[src/include/mfp_pkg.sv]
package mfp_pkg;

  // register indexes on the plain register port
  localparam logic [7:0] SEL_LOW_ADDR = 8'h3c;
  localparam logic [7:0] SEL_HIGH_ADDR = 8'h3d;
  localparam logic [7:0] OUT_LEVELS_ADDR = 8'h3e;
  localparam logic [7:0] IN_LEVELS_ADDR = 8'h3f;
  localparam logic [7:0] IO_MODE_ADDR = 8'h38;

  // pin_function_select_low fields (lsb of each 2-bit field)
  localparam int SEL_CLAIM1_LSB = 0;
  localparam int SEL_CLAIM2_LSB = 2;
  localparam int SEL_IN_A_LSB = 4;
  localparam int SEL_OUT_B_LSB = 6;
  // pin_function_select_high fields
  localparam int SEL_ROW6_LSB = 0;
  localparam int SEL_ROW7_LSB = 2;
  localparam int SEL_OUT_C_LSB = 4;
  localparam int SEL_OUT_D_LSB = 6;
  // general_output_levels fields
  localparam int OUT_ROW6_BIT = 0;
  localparam int OUT_ROW7_BIT = 1;
  localparam int OUT_B_BIT = 2;
  localparam int OUT_C_BIT = 3;
  localparam int OUT_D_BIT = 4;
  localparam int OUT_FLUSH_BIT = 5;
  localparam int SEL_FLUSH_LSB = 6;
  // io_select_mode fields, select 1 sits at IO_MODE_CS1_LSB above select 0
  localparam int IO_MODE_STROBE_BIT = 0;
  localparam int IO_MODE_RD_BIT = 1;
  localparam int IO_MODE_WR_BIT = 2;
  localparam int IO_MODE_CS1_LSB = 4;

  // function codes of a 2-bit select field
  localparam logic [1:0] FN_FIRST = 2'h0;
  localparam logic [1:0] FN_SECOND = 2'h1;
  localparam logic [1:0] FN_THIRD = 2'h2;
  localparam logic [1:0] FN_FOURTH = 2'h3;

  // reset values
  localparam logic [7:0] SEL_LOW_RESET = 8'h00;
  localparam logic [7:0] SEL_HIGH_RESET = 8'h00;
  localparam logic [7:0] OUT_LEVELS_RESET = 8'h3f;
  localparam logic [7:0] IO_MODE_RESET = 8'h66;
  localparam logic [7:0] READ_IDLE = 8'h00;

endpackage

[src/logic/mfp_pin_select.sv]
// Our own choices: the placing of the registers and strobed register access.
`timescale 1ns/1ps

// Overview of operation
// [RULE1] write policy high unless write-through decode hits
// [RULE2] write policy valid within first T2
// [RULE3] write protect follows decode on memory cycles
// [RULE4] cpu tags line protected when sampled low
// [RULE5] cache select high only during cache cycles
// [RULE6] pin may carry dram address bit 12
// [RULE7] claim inputs 1 and 2 merge with claim 0
// [RULE8] clock speed output high requests slow clock
// [RULE9] io selects: level or strobe, read/write enables
// [RULE10] memory selects follow decode, never strobes
// [RULE11] mouse interrupt may drive pin directly
// [RULE12] keyboard lock low blocks keyboard input
// [RULE13] peripheral select low when A15..A10 zero
// [RULE14] isa buffer enable on isa cycle or grant
// [RULE15] xd route low sends io cycles to xd
// [RULE16] two select registers, four 2-bit fields each
// [RULE17] input pin function codes, 00 plain input
// [RULE18] output register bits 7:6 pick flush function
// [RULE19] output register drives plain output pins
// [RULE20] input register reads live pin levels; the code does not read claim 2, bit 3 reads zero
// [RULE21] mouse pins by enable, stop pin by pm
// [RULE22] selects at 3Ch/3Dh, then output, input
// [RULE23] reset: outputs high, first functions selected
// [RULE24] high select bits 3:2 row7, 1:0 row6
module mfp_pin_select (
  // clock and reset
  input wire logic REF_CLK_IN,
  input wire logic RESET_N_IN,
  // register port
  input wire logic [7:0] REG_ADDR_IN,
  input wire logic [7:0] REG_WDATA_IN,
  input wire logic REG_WR_IN,
  input wire logic REG_RD_IN,
  output logic [7:0] REG_RDATA_OUT,
  // cpu cycle and decode results from the core
  input wire logic WT_DECODE_HIT_IN,
  input wire logic BIOS_WT_HIT_IN,
  input wire logic WP_DECODE_HIT_IN,
  input wire logic MEM_CYCLE_IN,
  input wire logic CACHE_CYCLE_IN,
  input wire logic [5:0] CPU_ADDR_HI_IN,
  input wire logic IO_CYCLE_IN,
  input wire logic IO_READ_IN,
  input wire logic IO_WRITE_IN,
  input wire logic IO_CMD_ACTIVE_IN,
  input wire logic IO_DECODE0_HIT_IN,
  input wire logic IO_DECODE1_HIT_IN,
  input wire logic MEM_DECODE0_HIT_IN,
  input wire logic MEM_DECODE1_HIT_IN,
  // dram, bus and system functions from the core
  input wire logic DRAM_SELECT_N_IN,
  input wire logic DRAM_ADDR_BIT12_IN,
  input wire logic ROW_STROBE6_N_IN,
  input wire logic ROW_STROBE7_N_IN,
  input wire logic FLUSH_N_IN,
  input wire logic AT_CYCLE_ACTIVE_IN,
  input wire logic DMA_MASTER_GRANT_N_IN,
  input wire logic MOUSE_IRQ_IN,
  input wire logic STOP_CLOCK_N_IN,
  input wire logic SLOW_CLOCK_REQUEST_IN,
  input wire logic STOP_PIN_SPEED_SEL_IN,
  input wire logic MOUSE_ENABLE_IN,
  input wire logic MOUSE_CLK_LOW_IN,
  input wire logic MOUSE_DATA_LOW_IN,
  // input pins
  input wire logic LOCAL_CLAIM0_N_PIN_IN,
  input wire logic LOCAL_CLAIM1_N_PIN_IN,
  input wire logic LOCAL_CLAIM2_N_PIN_IN,
  input wire logic MULTI_IN_A_PIN_IN,
  input wire logic MOUSE_CLK_PIN_IN,
  input wire logic MOUSE_DATA_PIN_IN,
  // output pins
  output logic MULTI_OUT_B_PIN_OUT,
  output logic MULTI_OUT_C_PIN_OUT,
  output logic MULTI_OUT_D_PIN_OUT,
  output logic ROW_STROBE6_N_PIN_OUT,
  output logic ROW_STROBE7_N_PIN_OUT,
  output logic FLUSH_N_PIN_OUT,
  output logic STOP_CLOCK_PIN_OUT,
  // open-collector mouse pins
  output logic MOUSE_CLK_OUT,
  output logic MOUSE_CLK_OE_OUT,
  output logic MOUSE_DATA_OUT,
  output logic MOUSE_DATA_OE_OUT,
  // pin functions handed to the core
  output logic LOCAL_CLAIM_N_OUT,
  output logic PM_EVENT0_OUT,
  output logic PM_EVENT1_OUT,
  output logic PM_REF14_OUT,
  output logic KEYBOARD_LOCK_N_OUT,
  output logic IO_ROUTE_XD_OUT
);

  ////////////////////////////////////////////////////////////////////////////
  // helpers

  function automatic logic pick4(input logic [1:0] sel, input logic f1, input logic f2,
                                 input logic f3, input logic f4);
    logic r;
    r = f1;
    case (sel)
      mfp_pkg::FN_FIRST: r = f1;
      mfp_pkg::FN_SECOND: r = f2;
      mfp_pkg::FN_THIRD: r = f3;
      default: r = f4;
    endcase
    return r;
  endfunction

  function automatic logic io_select_active(input logic hit, input logic [2:0] mode, input logic rd,
                                            input logic wr, input logic cmd);
    logic dir_ok;
    dir_ok = (rd & mode[mfp_pkg::IO_MODE_RD_BIT]) | (wr & mode[mfp_pkg::IO_MODE_WR_BIT]);
    return hit & dir_ok & (~mode[mfp_pkg::IO_MODE_STROBE_BIT] | cmd);
  endfunction

  ////////////////////////////////////////////////////////////////////////////
  // registers

  logic [7:0] sel_low_q;
  logic [7:0] sel_high_q;
  logic [7:0] out_levels_q;
  logic [7:0] io_mode_q;
  logic [7:0] rdata_q;
  logic [7:0] rdata_d;
  logic [7:0] in_levels;

  wire wr_sel_low = REG_WR_IN && (REG_ADDR_IN == mfp_pkg::SEL_LOW_ADDR);
  wire wr_sel_high = REG_WR_IN && (REG_ADDR_IN == mfp_pkg::SEL_HIGH_ADDR);
  wire wr_out_levels = REG_WR_IN && (REG_ADDR_IN == mfp_pkg::OUT_LEVELS_ADDR);
  wire wr_io_mode = REG_WR_IN && (REG_ADDR_IN == mfp_pkg::IO_MODE_ADDR);

  always_ff @(posedge REF_CLK_IN or negedge RESET_N_IN) begin
    if (!RESET_N_IN) begin
      sel_low_q <= mfp_pkg::SEL_LOW_RESET; // [RULE23]
      sel_high_q <= mfp_pkg::SEL_HIGH_RESET; // [RULE23]
      out_levels_q <= mfp_pkg::OUT_LEVELS_RESET; // [RULE23]
      io_mode_q <= mfp_pkg::IO_MODE_RESET;
    end else begin
      if (wr_sel_low) begin
        sel_low_q <= REG_WDATA_IN; // [RULE16] [RULE22]
      end
      if (wr_sel_high) begin
        sel_high_q <= REG_WDATA_IN; // [RULE16] [RULE22]
      end
      if (wr_out_levels) begin
        out_levels_q <= REG_WDATA_IN; // [RULE18] [RULE19]
      end
      if (wr_io_mode) begin
        io_mode_q <= REG_WDATA_IN;
      end
    end
  end

  // read data stands in the cycle after the strobe only; unmapped reads give zero
  always_comb begin
    rdata_d = mfp_pkg::READ_IDLE;
    if (REG_RD_IN) begin
      case (REG_ADDR_IN)
        mfp_pkg::SEL_LOW_ADDR: rdata_d = sel_low_q;
        mfp_pkg::SEL_HIGH_ADDR: rdata_d = sel_high_q;
        mfp_pkg::OUT_LEVELS_ADDR: rdata_d = out_levels_q;
        mfp_pkg::IN_LEVELS_ADDR: rdata_d = in_levels; // [RULE20] [RULE22]
        mfp_pkg::IO_MODE_ADDR: rdata_d = io_mode_q;
        default: rdata_d = mfp_pkg::READ_IDLE;
      endcase
    end
  end

  always_ff @(posedge REF_CLK_IN or negedge RESET_N_IN) begin
    if (!RESET_N_IN) begin
      rdata_q <= mfp_pkg::READ_IDLE;
    end else begin
      rdata_q <= rdata_d;
    end
  end

  ////////////////////////////////////////////////////////////////////////////
  // input pin synchronisers: a change counts once stages two and three agree

  logic [5:0] pin_s1_q;
  logic [5:0] pin_s2_q;
  logic [5:0] pin_s3_q;
  logic [5:0] pin_lvl_q;
  wire [5:0] pin_raw = {MOUSE_DATA_PIN_IN, MOUSE_CLK_PIN_IN, MULTI_IN_A_PIN_IN,
                        LOCAL_CLAIM2_N_PIN_IN, LOCAL_CLAIM1_N_PIN_IN, LOCAL_CLAIM0_N_PIN_IN};
  wire [5:0] pin_lvl_d = (pin_s2_q & pin_s3_q) | (pin_lvl_q & (pin_s2_q ^ pin_s3_q));

  always_ff @(posedge REF_CLK_IN or negedge RESET_N_IN) begin
    if (!RESET_N_IN) begin
      pin_s1_q <= 6'h3f;
      pin_s2_q <= 6'h3f;
      pin_s3_q <= 6'h3f;
      pin_lvl_q <= 6'h3f;
    end else begin
      pin_s1_q <= pin_raw;
      pin_s2_q <= pin_s1_q;
      pin_s3_q <= pin_s2_q;
      pin_lvl_q <= pin_lvl_d;
    end
  end

  wire claim0_n = pin_lvl_q[0];
  wire claim1_n = pin_lvl_q[1];
  wire claim2_n = pin_lvl_q[2];
  wire multi_in_a = pin_lvl_q[3];
  wire mouse_clk = pin_lvl_q[4];
  wire mouse_data = pin_lvl_q[5];

  // levels are read whatever the pin's function; claim 2 is not read, bit 3 reads zero
  assign in_levels = {2'h0, mouse_data, mouse_clk, 1'b0, multi_in_a, claim1_n, claim0_n}; // [RULE20]

  ////////////////////////////////////////////////////////////////////////////
  // select fields

  wire [1:0] sel_claim1 = sel_low_q[mfp_pkg::SEL_CLAIM1_LSB +: 2];
  wire [1:0] sel_claim2 = sel_low_q[mfp_pkg::SEL_CLAIM2_LSB +: 2];
  wire [1:0] sel_in_a = sel_low_q[mfp_pkg::SEL_IN_A_LSB +: 2];
  wire [1:0] sel_out_b = sel_low_q[mfp_pkg::SEL_OUT_B_LSB +: 2];
  wire [1:0] sel_row6 = sel_high_q[mfp_pkg::SEL_ROW6_LSB +: 2]; // [RULE24]
  wire [1:0] sel_row7 = sel_high_q[mfp_pkg::SEL_ROW7_LSB +: 2]; // [RULE24]
  wire [1:0] sel_out_c = sel_high_q[mfp_pkg::SEL_OUT_C_LSB +: 2];
  wire [1:0] sel_out_d = sel_high_q[mfp_pkg::SEL_OUT_D_LSB +: 2];
  wire [1:0] sel_flush = out_levels_q[mfp_pkg::SEL_FLUSH_LSB +: 2]; // [RULE18]

  ////////////////////////////////////////////////////////////////////////////
  // function decodes

  wire write_policy = ~(WT_DECODE_HIT_IN | BIOS_WT_HIT_IN); // [RULE1]
  wire write_protect_n = ~(WP_DECODE_HIT_IN & MEM_CYCLE_IN); // [RULE3]
  wire cache_ram_select = CACHE_CYCLE_IN; // [RULE5]
  wire isa_buffer_enable = AT_CYCLE_ACTIVE_IN | ~DMA_MASTER_GRANT_N_IN; // [RULE14]
  wire peripheral_io_select_n = |CPU_ADDR_HI_IN; // [RULE13]
  wire mem_select0_n = ~MEM_DECODE0_HIT_IN; // [RULE10]
  wire mem_select1_n = ~MEM_DECODE1_HIT_IN; // [RULE10]
  wire io_select0_n = ~io_select_active(IO_DECODE0_HIT_IN, io_mode_q[2:0], IO_READ_IN, IO_WRITE_IN,
                                         IO_CMD_ACTIVE_IN); // [RULE9]
  wire io_select1_n = ~io_select_active(IO_DECODE1_HIT_IN,
                                         io_mode_q[mfp_pkg::IO_MODE_CS1_LSB +: 3], IO_READ_IN,
                                         IO_WRITE_IN, IO_CMD_ACTIVE_IN); // [RULE9]

  // input pin functions, inactive level when not selected
  wire claim1_used = (sel_claim1 == mfp_pkg::FN_SECOND) & ~claim1_n;
  wire claim2_used = (sel_claim2 == mfp_pkg::FN_SECOND) & ~claim2_n;
  wire local_claim_n = ~(~claim0_n | claim1_used | claim2_used); // [RULE7]
  wire keyboard_lock_n = (sel_claim2 == mfp_pkg::FN_THIRD) ? claim2_n : 1'b1; // [RULE12] [RULE17]
  wire pm_event1 = (sel_claim2 == mfp_pkg::FN_FOURTH) & claim2_n; // [RULE17]
  wire pm_event0 = (sel_in_a == mfp_pkg::FN_FOURTH) & multi_in_a; // [RULE17]
  wire xd_io_route_n = (sel_in_a == mfp_pkg::FN_THIRD) ? multi_in_a : 1'b1; // [RULE17]
  wire ref14 = ((sel_claim1 == mfp_pkg::FN_THIRD) & claim1_n) |
               ((sel_in_a == mfp_pkg::FN_SECOND) & multi_in_a); // [RULE17]
  wire io_route_xd = IO_CYCLE_IN & ~xd_io_route_n; // [RULE15]

  ////////////////////////////////////////////////////////////////////////////
  // output pin muxes

  // b and c stay combinational: cpu samples them within the first T2 of a zero-wait hit
  assign MULTI_OUT_B_PIN_OUT = pick4(sel_out_b, write_policy, isa_buffer_enable, MOUSE_IRQ_IN,
                                     out_levels_q[mfp_pkg::OUT_B_BIT]); // [RULE2] [RULE11] [RULE19]
  assign MULTI_OUT_C_PIN_OUT = pick4(sel_out_c, write_protect_n, cache_ram_select, io_select0_n,
                                     out_levels_q[mfp_pkg::OUT_C_BIT]); // [RULE3] [RULE19]

  wire out_d_d = pick4(sel_out_d, DRAM_SELECT_N_IN, isa_buffer_enable, io_select1_n,
                       out_levels_q[mfp_pkg::OUT_D_BIT]); // [RULE19]
  wire row6_d = pick4(sel_row6, ROW_STROBE6_N_IN, DRAM_ADDR_BIT12_IN, mem_select0_n,
                      out_levels_q[mfp_pkg::OUT_ROW6_BIT]); // [RULE6] [RULE19]
  wire row7_d = pick4(sel_row7, ROW_STROBE7_N_IN, peripheral_io_select_n, mem_select1_n,
                      out_levels_q[mfp_pkg::OUT_ROW7_BIT]); // [RULE19]
  // reserved flush code parks the pin high
  wire flush_d = pick4(sel_flush, FLUSH_N_IN, 1'b1, io_select0_n,
                       out_levels_q[mfp_pkg::OUT_FLUSH_BIT]); // [RULE18] [RULE19]
  wire stop_pin_d = STOP_PIN_SPEED_SEL_IN ? SLOW_CLOCK_REQUEST_IN : STOP_CLOCK_N_IN; // [RULE8] [RULE21]
  // open collector: only ever pull low while the mouse function owns the pin
  wire mouse_clk_oe_d = MOUSE_ENABLE_IN & MOUSE_CLK_LOW_IN; // [RULE21]
  wire mouse_data_oe_d = MOUSE_ENABLE_IN & MOUSE_DATA_LOW_IN; // [RULE21]

  logic out_d_q;
  logic row6_q;
  logic row7_q;
  logic flush_q;
  logic stop_pin_q;
  logic mouse_clk_oe_q;
  logic mouse_data_oe_q;
  logic local_claim_n_q;
  logic pm_event0_q;
  logic pm_event1_q;
  logic ref14_q;
  logic keyboard_lock_n_q;
  logic io_route_xd_q;

  always_ff @(posedge REF_CLK_IN or negedge RESET_N_IN) begin
    if (!RESET_N_IN) begin
      out_d_q <= 1'b1; // [RULE23]
      row6_q <= 1'b1; // [RULE23]
      row7_q <= 1'b1; // [RULE23]
      flush_q <= 1'b1; // [RULE23]
      stop_pin_q <= 1'b1;
      mouse_clk_oe_q <= 1'b0;
      mouse_data_oe_q <= 1'b0;
      local_claim_n_q <= 1'b1;
      pm_event0_q <= 1'b0;
      pm_event1_q <= 1'b0;
      ref14_q <= 1'b0;
      keyboard_lock_n_q <= 1'b1;
      io_route_xd_q <= 1'b0;
    end else begin
      out_d_q <= out_d_d;
      row6_q <= row6_d;
      row7_q <= row7_d;
      flush_q <= flush_d;
      stop_pin_q <= stop_pin_d;
      mouse_clk_oe_q <= mouse_clk_oe_d;
      mouse_data_oe_q <= mouse_data_oe_d;
      local_claim_n_q <= local_claim_n;
      pm_event0_q <= pm_event0;
      pm_event1_q <= pm_event1;
      ref14_q <= ref14;
      keyboard_lock_n_q <= keyboard_lock_n;
      io_route_xd_q <= io_route_xd;
    end
  end

  assign REG_RDATA_OUT = rdata_q;
  assign MULTI_OUT_D_PIN_OUT = out_d_q;
  assign ROW_STROBE6_N_PIN_OUT = row6_q;
  assign ROW_STROBE7_N_PIN_OUT = row7_q;
  assign FLUSH_N_PIN_OUT = flush_q;
  assign STOP_CLOCK_PIN_OUT = stop_pin_q;
  assign MOUSE_CLK_OUT = 1'b0;
  assign MOUSE_CLK_OE_OUT = mouse_clk_oe_q;
  assign MOUSE_DATA_OUT = 1'b0;
  assign MOUSE_DATA_OE_OUT = mouse_data_oe_q;
  assign LOCAL_CLAIM_N_OUT = local_claim_n_q;
  assign PM_EVENT0_OUT = pm_event0_q;
  assign PM_EVENT1_OUT = pm_event1_q;
  assign PM_REF14_OUT = ref14_q;
  assign KEYBOARD_LOCK_N_OUT = keyboard_lock_n_q;
  assign IO_ROUTE_XD_OUT = io_route_xd_q;
endmodule

[config.mk]
export PLATFORM = sky130hd
export DESIGN_NAME = mfp_pin_select
export DESIGN_NICKNAME = d
export VERILOG_FILES = /design/src/include/mfp_pkg.sv /design/src/logic/mfp_pin_select.sv
export SDC_FILE = /design/constraint.sdc
export NUM_CORES = 1
export LEC_CHECK = 0
export ABC_AREA = 1
export CAP_MARGIN = 0
export CORE_MARGIN = 10
export CORE_UTILIZATION = 35
export DETAILED_ROUTE_END_ITERATION = 8
export DONT_BUFFER_PORTS = 1
export SLEW_MARGIN = 0
export SYNTH_ARGS = -nofsm -noshare
export SYNTH_HDL_FRONTEND = slang
export SYNTH_SLANG_ARGS = --single-unit
[constraint.sdc]
create_clock -name REF_CLK_IN -period 1.6 [get_ports REF_CLK_IN]
set_clock_uncertainty 0.15 [all_clocks]
set_input_delay 0.16 -clock REF_CLK_IN [delete_from_list [all_inputs] [get_ports REF_CLK_IN]]
set_output_delay 0.16 -clock REF_CLK_IN [all_outputs]
set_load 0.01 [all_outputs]
==> key figures <==
Setup path
  – Bufs and invs on worst path: 0
  – Worst setup path endpoint: MULTI_OUT_C_PIN_OUT
  – Crit path from: io_mode_q[1]
  – WS Path Type: reg -> out
  – Worst setup SP type: flip-flop
  – Crit path max fanout: 3
  – R2R setup slack: 0.11 ns
  – Worst Path Required: 1.29 ns
  – Worst path slowest cell: dfstp_2
  – Reg2reg start: sel_high_q[1]
  – Worst-path cell chain: nand2_1, nand2_1, nand3_2, o211ai_1, nand2_1
  – Critical Path Max Stage Delay: 0.55 ns
  – Arrival time worst endpoint: 1.40 ns
  – Most common cell on crit path: nand2_1
  – Path depth of the worst reg2reg path: 4
  – CP Capture Type: output pin
  – CP delay by family, top: flip-flops
  – RR Endpoint: ROW_STROBE6_N_PIN_OUT
  – Crit path depth: 5

Layout
  – Nets: 458
  – # diodes: 0
  – Synthesis-to-layout area growth: 23.2%
  – Fraction of layout cells with a size suffix above 1: 23.4%
  – Fillcell total: 934
  – Cell Count, Final, Fillers Out: around 530

Floorplanning
  – Rows: 35
  – Number of I/O pins: 84
  – Core Footprint: 0.00928 mm^2
  – DIE HEIGHT: 118 um
  – Total die area: 0.0139 mm^2
  – Initial Util: 36.1%
  – Die Span X: 118 um

Global routing
  – Overflow after GRT: 0
  – Largest net degree at the start of global routing: 78
  – Initial antenna violation count: 0
  – Tot GR Track Use: between 10% and 20%
  – Met1 track demand over resource: ~15%
  – Met3 Use GR: 2.11%
  – Busiest layer in global routing: met2
  – Vias in the first global route: 2639
  – M2 GR Usage: 20.5%
  – First-pass GRT wire length: 13900 um

Clock network
  – Root Buffer: clkbuf_8
  – Sink Count: 77
  – TritonCTS Buffers: 9
  – Maximum clock path buffer count: 2
  – CTS tree: done
  – Clk slew on worst S/H paths: 0.08 ns
  – # hold bufs at CTS: 38
  – Clk_lat worst skew: approximately 0.34 ns
  – CTS H-tree depth: 3

Synthesis
  – Post-synth EDFFs: 0
  – Register area share after synthesis: around three fifths
  – Largest area contributor in the netlist: dfstp_2
  – Top cells by area, synth: dfstp_2, dfrtp_1, nand2_1, nand3_1, inv_1
  – Yosys cell types: 33
  – Fraction of registers with async set/reset: 100%
  – Syn Inst Count: 342
  – Post-Syn Area per Cell: 9.79 um^2
  – Seq cells post-synth: 77
  – Top cell type's share of synthesized area: 32.2%
  – Ys flop type: dfstp_2
  – Post-Syn Area: 0.00335 mm^2
  – Yosys warning count: 0

Drt
  – Via-per-instance ratio: 4.68
  – Wire length per cell: 15.8 um
  – Drc violations: 0
  – 1st-iter DRT viols: 127
  – Detail Route Antenna Nets: 0
  – Vias: roughly 2.5k
  – WL final: about 8300 um
  – Drt pass-1 iters: 4

STA
  – Final WS setup: -0.112 ns
  – # setup viols final: 1
  – Worst hold slack: -0.644 ns
  – Final Cycle Share: 107%
  – Final min period: 1.71 ns
  – RSZ-0062 raised after global routing: yes
  – Final hold vios: 77
  – Fmax achieved: 584 MHz
  – Max Slew Vio Count: 0

Place
  – Placement Setup Slack: 0.186 ns
  – # placed instances: 469
  – I/O Buffers: 0
  – GP Congestion: 0.853
  – Hpwl dp: 6240 um

Outcome
  – Status: finished, violations left
  – Violated checks: negative hold slack, negative setup slack

Power
  – Power per cell area: roughly 970 mW/mm^2
  – Leak: 1.85 nW
  – Worst IR Drop VDD: 0.435 mV

Run
  – Max_cap viols: 0

Min path
  – Worst hold path class: in -> async
==> report_power, final <==
group | leakage, nW | internal (W) | switching, W
Combinational | 0.865 | 0.000165 | 0.000157
Clock | 0.0999 | 0.000769 | 0.000690
Sequential | 0.884 | 0.00213 | 0.000108
==> sequential cells by signal, indices dropped and copies added, names as in the netlist, 6 cells and up <==
register	cells
REG_RDATA_OUT	8
io_mode_q	8
out_levels_q	8
sel_high_q	8
sel_low_q	8
pin_lvl_q	6
pin_s1_q	6
pin_s2_q	6
pin_s3_q	6
==> layout by cell type, fill, tap and decap left out, types with 2 or more instances in the layout <==
cell type / synthesis / final
dfrtp_1: 36 / 35
nand2_1: 70 / 70
o21ai_2: 8 / 8
o21ai_0: 24 / 22
buf_4: 3 / 10
inv_1: 35 / 34
nand4_1: 2 / 2
dlygate4sd3_1: 0 / 38
dfstp_2: 41 / 41
conb_1: 1 / 2
inv_2: 1 / 2
nor3_1: 4 / 3
nand2_2: 2 / 2
o21ai_1: 2 / 4
o21a_1: 7 / 7
nand3_2: 1 / 2
nor2_1: 24 / 24
a21o_1: 6 / 6
clkbuf_8: 0 / 10
a21oi_1: 12 / 10
o211ai_1: 2 / 2
ha_1: 6 / 6
nor2_4: 5 / 5
nand3_1: 36 / 35
a21oi_2: 0 / 2
==> repair_timing <==
| action | 4_1_cts | 5_1_grt |
|---|---|---|
| pin swaps | 3 | 5 |
| setup buffers | 2 | 2 |
| endpoints found under the setup margin | 2 | 4 |
| gates resized for setup | 3 | 5 |
| cloned | 0 | 0 |
| endpoints found under the hold margin | 131 | 77 |
==> synthesized netlist by cell type (2+ instances only) <==
library cell  count
nor2_1           24
buf_2             3
o211ai_1          2
nor3_1            4
nand3_1          36
a21o_1            6
o21a_1            7
nand2_2           2
a21oi_1          12
inv_1            35
nand4_1           2
dfrtp_1          36
buf_6             2
o21ai_0          24
nand2_1          70
o21ai_1           2
nor2_4            5
buf_4             3
dfstp_2          41
o21ai_2           8
ha_1              6
==> layer usage <==
layer | vias up | wire length [um]
met2 | 54 | 4130
li1 | 1223 | -
met4 | 0 | 106
met5 | - | 0
met1 | 1178 | 3760
met3 | 10 | 323
==> through the flow <==
stage          TNS [ns]  instance area (um^2)  util, %  power [W]
3_5_place_dp          0                  3490     37.6    0.00250
2_1_floorplan         0                  3350        -    0.00242
4_1_cts          -0.155                  4100     44.2    0.00408
3_3_place_gp          0                  3490     37.6    0.00249
5_1_grt          -0.235                  4130     44.4    0.00423
6_report         -0.112                  4130     44.4    0.00402
==> layout make-up <==
cell class | count | area [um^2] | share of cell area (%)
inverter | 36 | 135 | 3.28
timing repair buffer | 48 | 455 | 11.0
clock buffer | 11 | 141 | 3.43
clock inverter | 5 | 60.1 | 1.46
multi-input combinational | 221 | 1190 | 28.9
tap | 129 | 161 | 3.91
sequential | 77 | 1980 | 48.0
==> worst min-delay path by stage <==
stage                             end  slack [ns]  depth (start not counted)
floorplan             IO_ROUTE_XD_OUT       -0.29                          0
global placement     MOUSE_CLK_OE_OUT       -0.28                          0
detailed placement  MOUSE_DATA_OE_OUT       -0.28                          0
CTS                 MOUSE_DATA_OE_OUT       -0.66                          0
global route        MOUSE_DATA_OE_OUT       -0.67                          0
finish              MOUSE_DATA_OE_OUT       -0.64                          0
==> logic make-up after synthesis <==
logic type | share of synthesized area [%]
simple gates | 20.3
flops | 59.1
compound gates | 12.0
buf+inv | 5.94
fa+ha+maj | 2.24
mux | 0.336
other cells | 0.112
Power figures use the tool's default switching activity.
